## config.mk

```make
export PLATFORM = sky130hd
export DESIGN_NAME = rss_reset_sampler
export DESIGN_NICKNAME = d
export VERILOG_FILES = /design/src/logic/rss_pkg.sv /design/src/logic/rss_sync.sv /design/src/logic/rss_reset_sampler.sv
export SDC_FILE = /design/constraint.sdc
export NUM_CORES = 1
export LEC_CHECK = 0
export ABC_AREA = 1
export BUFFER_PORTS_ARGS = -buffer_cell sky130_fd_sc_hd__buf_2
export CORE_ASPECT_RATIO = 1.75
export CORE_MARGIN = 4
export CORE_UTILIZATION = 38
export DETAILED_ROUTE_END_ITERATION = 8
export HOLD_SLACK_MARGIN = 0.05
export PLACE_DENSITY_LB_ADDON = 0.15
export SLEW_MARGIN = 40
export SYNTH_ARGS = -nofsm -noshare
export SYNTH_HDL_FRONTEND = slang
export SYNTH_SLANG_ARGS = --single-unit
```

## constraint.sdc

```tcl
create_clock -name mclk -period 2 [get_ports mclk]
set_input_delay 0.4 -clock mclk [delete_from_list [all_inputs] [get_ports mclk]]
set_output_delay 0.4 -clock mclk [all_outputs]
set_load 0.02 [all_outputs]
```

## src/logic/rss_pkg.sv

```systemverilog
package rss_pkg;
    // strap window and fetch hold-off, in master clock cycles
    localparam int STRAP_WINDOW_CYCLES = 10;
    localparam int FETCH_DELAY_CYCLES = 80;
    localparam logic [6:0] FETCH_DELAY_COUNT = 7'(FETCH_DELAY_CYCLES);
    localparam logic [3:0] STRAP_WINDOW_COUNT = 4'(STRAP_WINDOW_CYCLES);
    // strap reset values: pull-up levels (8-bit boot, normal drive)
    localparam logic BOOT_WIDTH_RESET = 1'b1;
    localparam logic FLOAT_RESET = 1'b0;
    // pc reset value
    localparam logic [31:0] FETCH_RESET_ADDR = 32'h0000_0000;
    // boot width encodings
    localparam logic BOOT_WIDTH_8 = 1'b1;
    localparam logic BOOT_WIDTH_16 = 1'b0;
    // identification code, arbitrary value
    localparam logic [31:0] RSS_CHIP_ID = 32'h1234_5671;

    typedef enum logic [1:0] {
        RSS_IN_RESET,
        RSS_HOLD,
        RSS_RUN
    } rss_state_type;
endpackage

```

## src/logic/rss_sync.sv

```systemverilog
`timescale 1ns/1ps
// two-stage level synchroniser, async set-to-zero
module rss_sync (
    // clock and async clear
    input wire logic mclk,
    input wire logic clr_n,
    // level in and out
    input wire logic d,
    output logic q
);
    logic [1:0] stage_reg;

    always_ff @(posedge mclk or negedge clr_n) begin
        if (!clr_n) begin
            stage_reg <= 2'h0;
        end else begin
            stage_reg <= {stage_reg[0], d};
        end
    end

    assign q = stage_reg[1];
endmodule // rss_sync

```

## src/logic/rss_reset_sampler.sv

```systemverilog
`timescale 1ns/1ps
//
// Summary of operation
// - external reset is active low and enters reset without a clock edge
// - reset release is synchronised to the master clock
// - first fetch held off until 80 cycles after synchronised reset release
// - any reset clears peripheral registers and points fetch at zero
// - watchdog reset acts like external reset but keeps straps
// - external reset wins over a simultaneous watchdog reset
// - float strap low for last ten cycles enters tri-state mode
// - tri-state mode disables every output pad driver
// - tri-state mode leaves flash reachable from the pins
// - float strap shares pin with io line 21 and serial 1 transmit
// - clock image driven on clock out pin until reprogrammed
// - all peripheral io pins are inputs after reset
// - debug port answers identification with a non-standard chip id
// - boot width taken from strap over last ten cycles before release
// - strap 1 selects 8-bit boot, 0 selects 16-bit boot
// - boot width strap doubles as io line 24 after reset
// - remap state cleared only by internal or external reset
module rss_reset_sampler
    import rss_pkg::*;
#(
    parameter int FETCH_DELAY = FETCH_DELAY_CYCLES,
    parameter int STRAP_WINDOW = STRAP_WINDOW_CYCLES
) (
    // clock and resets
    input wire logic mclk,
    input wire logic rst_n,
    input wire logic ext_reset_n,
    input wire logic watchdog_reset,
    // shared strap pins (strap during reset only)
    input wire logic io_line_24_in,
    input wire logic io_line_21_in,
    // software controls from peripheral logic
    input wire logic remap_request,
    input wire logic clock_out_as_io,
    input wire logic io_line_24_out,
    input wire logic io_line_21_out,
    input wire logic serial1_transmit,
    input wire logic serial1_enable,
    input wire logic [31:0] pad_out_in,
    input wire logic [31:0] pad_drive_in,
    input wire logic debug_id_request,
    // core side
    output logic core_reset_n,
    output logic periph_reset_n,
    output logic fetch_enable,
    output logic [31:0] fetch_addr,
    output logic boot_width_strap,
    output logic float_mode,
    output logic remap_active,
    output logic flash_pin_access,
    output logic [31:0] debug_id,
    // pads: output enables are low while driving
    output logic master_clock_out_pin,
    output logic clock_out_oe_n,
    output logic io_line_24_o,
    output logic io_line_24_oe_n,
    output logic io_line_21_o,
    output logic io_line_21_oe_n,
    output logic [31:0] pad_out,
    output logic [31:0] pad_oe_n
);
    ////////////////////////////////////////////////////////////////////////
    typedef struct packed {
        rss_state_type state;
        logic [6:0] delay_cnt;
        logic [3:0] bw_low_cnt;
        logic [3:0] bw_high_cnt;
        logic [3:0] float_low_cnt;
        logic boot_width;
        logic float_mode;
        logic remap;
        logic ext_seen;
        logic [31:0] debug_id;
    } rss_regs_type;

    rss_regs_type s_reg;
    rss_regs_type s_next;
    logic ext_released;
    logic any_reset;
    logic wd_only;
    logic strap_take;

    ////////////////////////////////////////////////////////////////////////
    // async assert, sync release of the pin
    rss_sync rss_sync_i (
        .mclk(mclk),
        .clr_n(ext_reset_n),
        .d(1'b1),
        .q(ext_released)
    );

    // count saturation helper used by all strap window counters
    function automatic logic [3:0] rss_sat_inc(input logic [3:0] c, input logic hit);
        logic [3:0] r;
        r = 4'h0;
        if (hit) begin
            r = (c == 4'hF) ? c : 4'(c + 4'h1);
        end
        return r;
    endfunction

    assign wd_only = watchdog_reset && ext_released;
    assign any_reset = !ext_released || watchdog_reset;
    // the one edge at which straps are taken
    assign strap_take = (s_reg.state == RSS_IN_RESET) && s_reg.ext_seen && ext_released
                        && !watchdog_reset;

    ////////////////////////////////////////////////////////////////////////
    always_comb begin
        s_next = s_reg;
        s_next.debug_id = debug_id_request ? RSS_CHIP_ID : s_reg.debug_id;
        if (!ext_released) begin
            // straps track the pin levels; only the last cycles matter
            s_next.state = RSS_IN_RESET;
            s_next.bw_low_cnt = rss_sat_inc(s_reg.bw_low_cnt, !io_line_24_in);
            s_next.bw_high_cnt = rss_sat_inc(s_reg.bw_high_cnt, io_line_24_in);
            s_next.float_low_cnt = rss_sat_inc(s_reg.float_low_cnt, !io_line_21_in);
            s_next.ext_seen = 1'b1;
            s_next.remap = 1'b0;
            s_next.delay_cnt = 7'h00;
        end else if (wd_only) begin
            // straps kept as they were
            s_next.state = RSS_HOLD;
            s_next.remap = 1'b0;
            s_next.delay_cnt = 7'h00;
            s_next.ext_seen = 1'b0;
        end else begin
            unique case (s_reg.state)
                RSS_IN_RESET: begin
                    if (s_reg.ext_seen) begin
                        // latch straps on first synchronised cycle out of reset
                        s_next.float_mode = s_reg.float_low_cnt >= 4'(STRAP_WINDOW);
                        if (s_reg.bw_high_cnt >= 4'(STRAP_WINDOW)) begin
                            s_next.boot_width = BOOT_WIDTH_8;
                        end else if (s_reg.bw_low_cnt >= 4'(STRAP_WINDOW)) begin
                            s_next.boot_width = BOOT_WIDTH_16;
                        end
                    end
                    s_next.ext_seen = 1'b0;
                    // fresh window, so a short later press never reuses old counts
                    s_next.bw_low_cnt = 4'h0;
                    s_next.bw_high_cnt = 4'h0;
                    s_next.float_low_cnt = 4'h0;
                    s_next.delay_cnt = 7'h01;
                    s_next.state = RSS_HOLD;
                end
                RSS_HOLD: begin
                    s_next.delay_cnt = 7'(s_reg.delay_cnt + 7'h01);
                    if (s_reg.delay_cnt >= 7'(FETCH_DELAY - 1)) begin
                        s_next.state = RSS_RUN;
                    end
                end
                RSS_RUN: begin
                    if (remap_request) begin
                        s_next.remap = 1'b1;
                    end
                end
                default: s_next.state = RSS_IN_RESET;
            endcase
        end
    end

    always_ff @(posedge mclk) begin
        if (!rst_n) begin
            s_reg <= '{state: RSS_IN_RESET, delay_cnt: 7'h00, bw_low_cnt: 4'h0,
                       bw_high_cnt: 4'h0, float_low_cnt: 4'h0,
                       boot_width: BOOT_WIDTH_RESET, float_mode: FLOAT_RESET,
                       remap: 1'b0, ext_seen: 1'b0, debug_id: 32'h0000_0000};
        end else begin
            s_reg <= s_next;
        end
    end

    ////////////////////////////////////////////////////////////////////////
    // resets for core and peripherals
    assign core_reset_n = !any_reset && (s_reg.state != RSS_IN_RESET);
    assign periph_reset_n = core_reset_n;
    assign fetch_enable = (s_reg.state == RSS_RUN) && !any_reset;
    assign fetch_addr = FETCH_RESET_ADDR;
    assign boot_width_strap = s_reg.boot_width;
    assign float_mode = s_reg.float_mode;
    assign remap_active = s_reg.remap;
    assign flash_pin_access = s_reg.float_mode;
    assign debug_id = s_reg.debug_id;

    // pads; float mode overrides every driver
    always_comb begin
        master_clock_out_pin = mclk;
        clock_out_oe_n = s_reg.float_mode || (clock_out_as_io && core_reset_n);
        io_line_24_o = io_line_24_out;
        io_line_21_o = serial1_enable ? serial1_transmit : io_line_21_out;
        // lines stay inputs in reset and float mode, and until software drives them
        io_line_24_oe_n = !core_reset_n || s_reg.float_mode
                          || !pad_drive_in[24];
        io_line_21_oe_n = !core_reset_n || s_reg.float_mode || !(serial1_enable
                          || pad_drive_in[21]);
        pad_out = pad_out_in;
        pad_oe_n = (!core_reset_n || s_reg.float_mode) ? 32'hFFFF_FFFF : ~pad_drive_in;
    end

    ////////////////////////////////////////////////////////////////////////
    // checking aid: cycles since any reset was last seen, saturating
    logic [7:0] quiet_cnt_reg;

    always_ff @(posedge mclk) begin
        if (!rst_n || any_reset) begin
            quiet_cnt_reg <= 8'h00;
        end else if (quiet_cnt_reg != 8'hFF) begin
            quiet_cnt_reg <= 8'(quiet_cnt_reg + 8'h01);
        end
    end

    ////////////////////////////////////////////////////////////////////////
    AST_FLOAT_PADS: assert property (@(posedge mclk) disable iff (!rst_n)
        s_reg.float_mode |-> (pad_oe_n == 32'hFFFF_FFFF) && clock_out_oe_n)
        else $error("pads driven in float mode");
    AST_FETCH_HOLD: assert property (@(posedge mclk) disable iff (!rst_n)
        $rose(ext_released) && !watchdog_reset |-> !fetch_enable [*8])
        else $error("fetch too early after release");
    AST_WD_KEEPS_STRAPS: assert property (@(posedge mclk) disable iff (!rst_n)
        wd_only |=> $stable(s_reg.boot_width) && $stable(s_reg.float_mode))
        else $error("straps changed on watchdog reset");
    AST_REMAP_CLEAR: assert property (@(posedge mclk) disable iff (!rst_n)
        any_reset |=> !s_reg.remap)
        else $error("remap survived reset");
    AST_IO_INPUTS: assert property (@(posedge mclk) disable iff (!rst_n)
        !core_reset_n |-> io_line_24_oe_n && (pad_oe_n == 32'hFFFF_FFFF))
        else $error("pad driven during reset");
    AST_EXT_PRIORITY: assert property (@(posedge mclk) disable iff (!rst_n)
        !ext_released && watchdog_reset |=> s_reg.state == RSS_IN_RESET)
        else $error("watchdog overrode external reset");
    AST_FETCH_ZERO: assert property (@(posedge mclk) disable iff (!rst_n)
        $rose(fetch_enable) |-> fetch_addr == FETCH_RESET_ADDR)
        else $error("fetch not from zero");
    AST_BOOT_SAMPLE: assert property (@(posedge mclk) disable iff (!rst_n)
        strap_take && (s_reg.bw_high_cnt >= 4'(STRAP_WINDOW))
        |=> boot_width_strap == BOOT_WIDTH_8)
        else $error("boot width not sampled");
    AST_ASYNC_ENTRY: assert property (@(posedge mclk) disable iff (!rst_n)
        !ext_reset_n |-> !ext_released && !core_reset_n && !periph_reset_n)
        else $error("pin reset did not hold the core");
    AST_SYNC_RELEASE: assert property (@(posedge mclk) disable iff (!rst_n)
        $rose(ext_released) |-> ext_reset_n && $past(ext_reset_n))
        else $error("release not clocked through");
    AST_TWO_STAGE: assert property (@(posedge mclk) disable iff (!rst_n)
        $rose(ext_released) |-> $past(ext_reset_n, 2))
        else $error("release skipped a synchroniser stage");
    AST_CORE_AFTER_SYNC: assert property (@(posedge mclk) disable iff (!rst_n)
        $rose(core_reset_n) |-> $past(ext_released))
        else $error("core left reset before synchronised release");
    AST_FETCH_DELAY: assert property (@(posedge mclk) disable iff (!rst_n)
        $rose(fetch_enable) |-> quiet_cnt_reg == 8'(FETCH_DELAY))
        else $error("fetch hold-off length wrong");
    AST_NO_EARLY_FETCH: assert property (@(posedge mclk) disable iff (!rst_n)
        fetch_enable |-> quiet_cnt_reg >= 8'(FETCH_DELAY))
        else $error("fetch allowed inside hold-off");
    AST_RESET_PERIPH: assert property (@(posedge mclk) disable iff (!rst_n)
        any_reset |-> !core_reset_n && !periph_reset_n && !fetch_enable)
        else $error("reset not passed to core and peripherals");
    AST_WD_ACTS: assert property (@(posedge mclk) disable iff (!rst_n)
        wd_only |=> (s_reg.state == RSS_HOLD) && (s_reg.delay_cnt == 7'h00))
        else $error("watchdog reset did not restart hold-off");
    AST_EXT_WINS: assert property (@(posedge mclk) disable iff (!rst_n)
        !ext_released && watchdog_reset |=> s_reg.ext_seen)
        else $error("watchdog hid the external reset");
    AST_FLOAT_ENTRY: assert property (@(posedge mclk) disable iff (!rst_n)
        strap_take && (s_reg.float_low_cnt >= 4'(STRAP_WINDOW)) |=> float_mode)
        else $error("float mode not entered");
    AST_FLOAT_NORMAL: assert property (@(posedge mclk) disable iff (!rst_n)
        strap_take && (s_reg.float_low_cnt < 4'(STRAP_WINDOW)) |=> !float_mode)
        else $error("float mode entered without strap");
    AST_FLOAT_LINES: assert property (@(posedge mclk) disable iff (!rst_n)
        float_mode |-> io_line_24_oe_n && io_line_21_oe_n)
        else $error("io line driven in float mode");
    AST_FLASH_OPEN: assert property (@(posedge mclk) disable iff (!rst_n)
        float_mode |-> flash_pin_access)
        else $error("flash not reachable in float mode");
    AST_LINE21_SERIAL: assert property (@(posedge mclk) disable iff (!rst_n)
        core_reset_n && !float_mode && serial1_enable
        |-> !io_line_21_oe_n && (io_line_21_o == serial1_transmit))
        else $error("serial transmit not on line 21");
    AST_CLOCK_IMAGE: assert property (@(posedge mclk) disable iff (!rst_n)
        !float_mode && !(clock_out_as_io && core_reset_n)
        |-> !clock_out_oe_n && (master_clock_out_pin == mclk))
        else $error("clock image not driven");
    AST_IO21_INPUT: assert property (@(posedge mclk) disable iff (!rst_n)
        !core_reset_n |-> io_line_21_oe_n)
        else $error("line 21 driven during reset");
    AST_DEBUG_ID: assert property (@(posedge mclk) disable iff (!rst_n)
        debug_id_request |=> debug_id == RSS_CHIP_ID)
        else $error("chip id not answered");
    AST_BOOT_16: assert property (@(posedge mclk) disable iff (!rst_n)
        strap_take && (s_reg.bw_low_cnt >= 4'(STRAP_WINDOW))
        |=> boot_width_strap == BOOT_WIDTH_16)
        else $error("16-bit boot not sampled");
    AST_LINE24_IO: assert property (@(posedge mclk) disable iff (!rst_n)
        core_reset_n && !float_mode && pad_drive_in[24]
        |-> !io_line_24_oe_n && (io_line_24_o == io_line_24_out))
        else $error("line 24 not usable as io");
    AST_REMAP_HOLD: assert property (@(posedge mclk) disable iff (!rst_n)
        s_reg.remap && !any_reset |=> remap_active)
        else $error("remap lost without reset");
    AST_STRAP_EXT_ONLY: assert property (@(posedge mclk) disable iff (!rst_n)
        !strap_take |=> $stable(boot_width_strap) && $stable(float_mode))
        else $error("straps changed outside external release");
endmodule // rss_reset_sampler

```

=== Yosys cells after proc, flatten, opt, wreduce, memory -nomap -nowiden ===
Index checks and enable logic that the tools add are counted.

* $add $sub $neg: 4
* Multiply operators: 0
* Div/mod/pow operators: 0
* Order comparisons: 4
* Equal/unequal tests: 14
* Shifts and indexed selects: 0
* Muxes and demuxes: 21
* Bitwise gates (word level): 5
* Reductions and logical operators: 29

{| class="wikitable"
|+ Operators with widths
! operator !! count
|-
| 32-bit two-way mux || 1
|-
| 32-bit NOT || 1
|-
| 14-bit two-way mux || 2
|-
| 4-bit two-way mux || 6
|-
| 7-bit case mux with 2 select lines || 1
|-
| 4-bit by 1-bit adder with 4-bit output (second input constant) || 3
|-
| 4-bit equality test (second input constant) || 3
|-
| 4-bit greater-or-equal comparator (second input constant) || 3
|-
| 12-bit two-way mux || 1
|-
| 3-bit by 2-bit != test with 1-bit output (second input constant) || 3
|-
| 3-bit AND reduction || 3
|-
| 8-bit two-way mux || 1
|-
| 2-bit != test (second input constant) || 4
|-
| 2-bit AND reduction || 4
|-
| 7-bit by 1-bit adder with 7-bit output (second input constant) || 1
|-
| 7-bit greater-or-equal comparator (second input constant) || 1
|-
| 1-bit logical OR || 6
|-
| 1-bit two-way mux || 6
|-
| 3-bit != test (second input constant) || 2
|-
| 2-bit case mux with 3 select lines || 1
|-
| 2-bit nonzero test || 3
|-
| 1-bit zero test || 5
|-
| 5-bit AND reduction || 1
|-
| 1-bit logical AND || 4
|-
| other kinds (7) || 11
|}

* Register bits after elaboration: 28
* Bits in latches: 0
* RAM bits: 0
* Bits in read-only memories: 0
* Input bits: 77
* Output and inout port bits: 141
* Word-level logic and storage cells: 89
* Memories: 0

=== Depth between registers and ports, before layout ===
* Word-level depth: 7
* Depth in mapped cells: 8
* Mapped depth without buffers: 8

=== Modules after synthesis ===
A second synthesis with hierarchy kept.

* Cells, all modules: 355
* Area, all modules: 2447.3 um2

{| class="wikitable"
|+ By module, submodules not included
! module !! times used !! cells each !! area each (um2) !! seq. area each (um2)
|-
| rss_reset_sampler || 1 || 353 || 2397.3 || 520.5
|-
| rss_sync || 1 || 2 || 50.0 || 50.0
|}

==> metrics.cfg <==
[run_status]
outcome = complete, but fails checks
violations = negative setup slack

[final_layout]
fillerInstances = 670
nets = 494
multi_input_area_sq_um = 1150
syn_to_final_growth_pct = 17.6
largest_reg_flops = 22
n_antenna_cell = 0
drive_above_1_share_pct = 35.0
stdcell_count = 489
stdcell_area_sq_um = 2810
regArea_sq_um = 571

[drt]
drt_pre_antenna_iters = 4
drt-vias-per-instance = 4.35
remaining_drc_errors = 0
first_iter_violations = 75
routed-via-count = 2126
routedWlPerCell_um = 13.1
drt-total-wl_um = 6400
drtAntennaViolNets = 0

[die]
ioPinCount = 218
die_h_um = 113
die_w_um = 68.0
initial_core_util_pct = 38.7
core_area_sq_um = 6180
die_area_sq_um = 7680
core.rowCount = 38

[placement]
dpl.cell_count = 474
dpl_cell_area_sq_um = 2400
place_congestion = 0.827
hpwl_um = 5150
port_buffers = 100

[timing]
min_period_over_period_pct = 101
period_needed_ps = 2020
final-setup-viol-count = 22
finalHoldViolations = 0
setup_slack_ps = -21.0
finalMaxSlewViolations = 0
finalClockSkew_ps = 7.58
max_freq_mhz = 495
rsz0062_at_grt = yes

[cts]
path_clk_slew_ps = 100
clk_latency_ps = 390
cts_tree = yes

[synth]
synth.mux.area_fraction_pct = 0.471
synth-compound-area-share_pct = 6.07
synth-adder-area-share_pct = 3.66
synth-main-ff-cell = dfxtp_1
synth_seq_cells = 28
synthCells = 347
seq_area_frac_synth_pct = 23.8
synth_area_per_cell_sq_um = 6.89
syn_area_sq_um = 2390
synth_top_family_by_area = buffers and inverters
ys_warn_count = 0
yosysUniqueCellTypes = 28
synthXorXnorAreaFrac_pct = 0.732
synth-simple-area-share_pct = 25.8
synth_edf_count = 0
async_flop_share_pct = 7.14

[worst_setup_path]
path_class = register to output pin
startpoint = rss_sync_i.stage_reg[1]
r2r-start = rss_sync_i.stage_reg[1]
critPathMaxFanout = 8
cp-end-kind = output pin
required_ps = 1600
cp_data_arrival_time_ps = 1620
start_kind = register

[global_routing]
grt_pass1_wl_um = 9090
grt-ovfl-total = 0
antenna_found_initial = 0
grt_start_max_net_pins = 16
first_global_vias = 1978
track_usage_pct = 15.5

[worst_hold_path]
hp-class = primary input to register
hp-start = debug_id_request

[power_and_ir_drop]
p_leak_nw = 1.48
ir_drop_mv = 0.263
cellPowerDensity_nw_per_um2 = 535
report.power.total_mw = 1.50

[flow_run]
maxCapViolCount = 0

## worst paths after layout
path                            cells past startpoint  slack, ps                 endpoint
worst max-delay path                                8        -20             pad_oe_n[22]
max in group asynchronous                           2       1590  rss_sync_i.stage_reg[1]
worst min register to register                      0        360  rss_sync_i.stage_reg[1]
min in group asynchronous                           2        320  rss_sync_i.stage_reg[0]
worst max register to register                      7        400                s_reg[46]
worst min-delay path                                3        210              debug_id[0]
## cell type report
cell class                 instances  share of cell area (%)
sequential                        28                    20.3
inverter                          31                    4.14
tap                               80                    3.56
clock buffer                       8                    3.60
multi-input combinational        231                    40.9
timing repair buffer             111                    27.5
## layout by cell type, fill, tap and decap left out, types with 2 or more instances in the layout
cell type	synthesis	final
nand2_4	0	7
buf_4	101	6
nand3b_1	2	2
clkbuf_8	0	7
nand2_2	1	9
nand3_1	21	21
o21ai_0	7	6
dfrtp_1	2	2
inv_2	2	2
inv_1	29	29
buf_2	1	80
nor2_1	34	34
nor2_4	2	2
nand2_1	75	60
buf_6	5	21
dfxtp_1	26	26
ha_1	7	7
conb_1	2	52
a21oi_1	18	18
nor3_1	2	2
## report_power, final
part | leakage, nW | switching [mW] | internal, mW
registers | 0.235 | 0.0175 | 0.573
clock network | 0.0543 | 0.240 | 0.317
logic | 1.19 | 0.246 | 0.110
## cells in the mapped netlist, types with 5 or more instances
library cell | n | area [sq um]
dfxtp_1 | 26 | 521
inv_1 | 29 | 109
nand2_1 | 75 | 282
o21ai_0 | 7 | 35.0
buf_4 | 101 | 758
buf_6 | 5 | 56.3
ha_1 | 7 | 87.6
nand3_1 | 21 | 105
nor2_1 | 34 | 128
a21oi_1 | 18 | 90.1
## per-stage QoR
step                util (%)  setup TNS, ps  setup WS, ps  hold WS, ps
floorplan                  -              0           222          104
global placement        38.9              0           293          190
detailed placement      38.9              0           263          189
CTS                     41.5           -326         -33.3          205
global route            45.5          -3770          -131          255
finish                  45.5           -153         -21.0          212
## metal layers
metal / track usage [%] / part of all wire, % / vias up / wire, um
li1: - / - / 1043 / -
met1: 18.7 / 40 / 915 / 2530
met2: 24.6 / 44 / 144 / 2820
met3: 4.97 / 14 / 24 / 874
met4: 6.64 / 2.7 / 0 / 173
met5: 0 / 0 / - / 0
## worst max-delay path, cell delays in order, from the launching register on
cell and delay (ps):
dfrtp_1 380, inv_2 70, nor2_4 90, inv_2 60, nor3_4 140, buf_6 160, buf_8 130, nand2_1 60
buf_2 150
## timing repair
action                     in CTS  in global routing
setup endpoints to repair      34                 35
cloned                          1                  1
hold endpoints to repair        2                  0
setup buffers                   3                  2
pin swaps                       0                  0
hold buffers                    1                  0
gates resized for setup         3                 65
## kinds of logic (layout without fill, tap and decap cells)
logic type	after synthesis	after routing
simple gates	141	141
flops	28	28
compound gates	28	28
other cells	2	52
buf+inv	138	150
fa+ha+maj	7	7
mux	1	1
xor+xnor	2	2
Power figures use the tool's default switching activity.
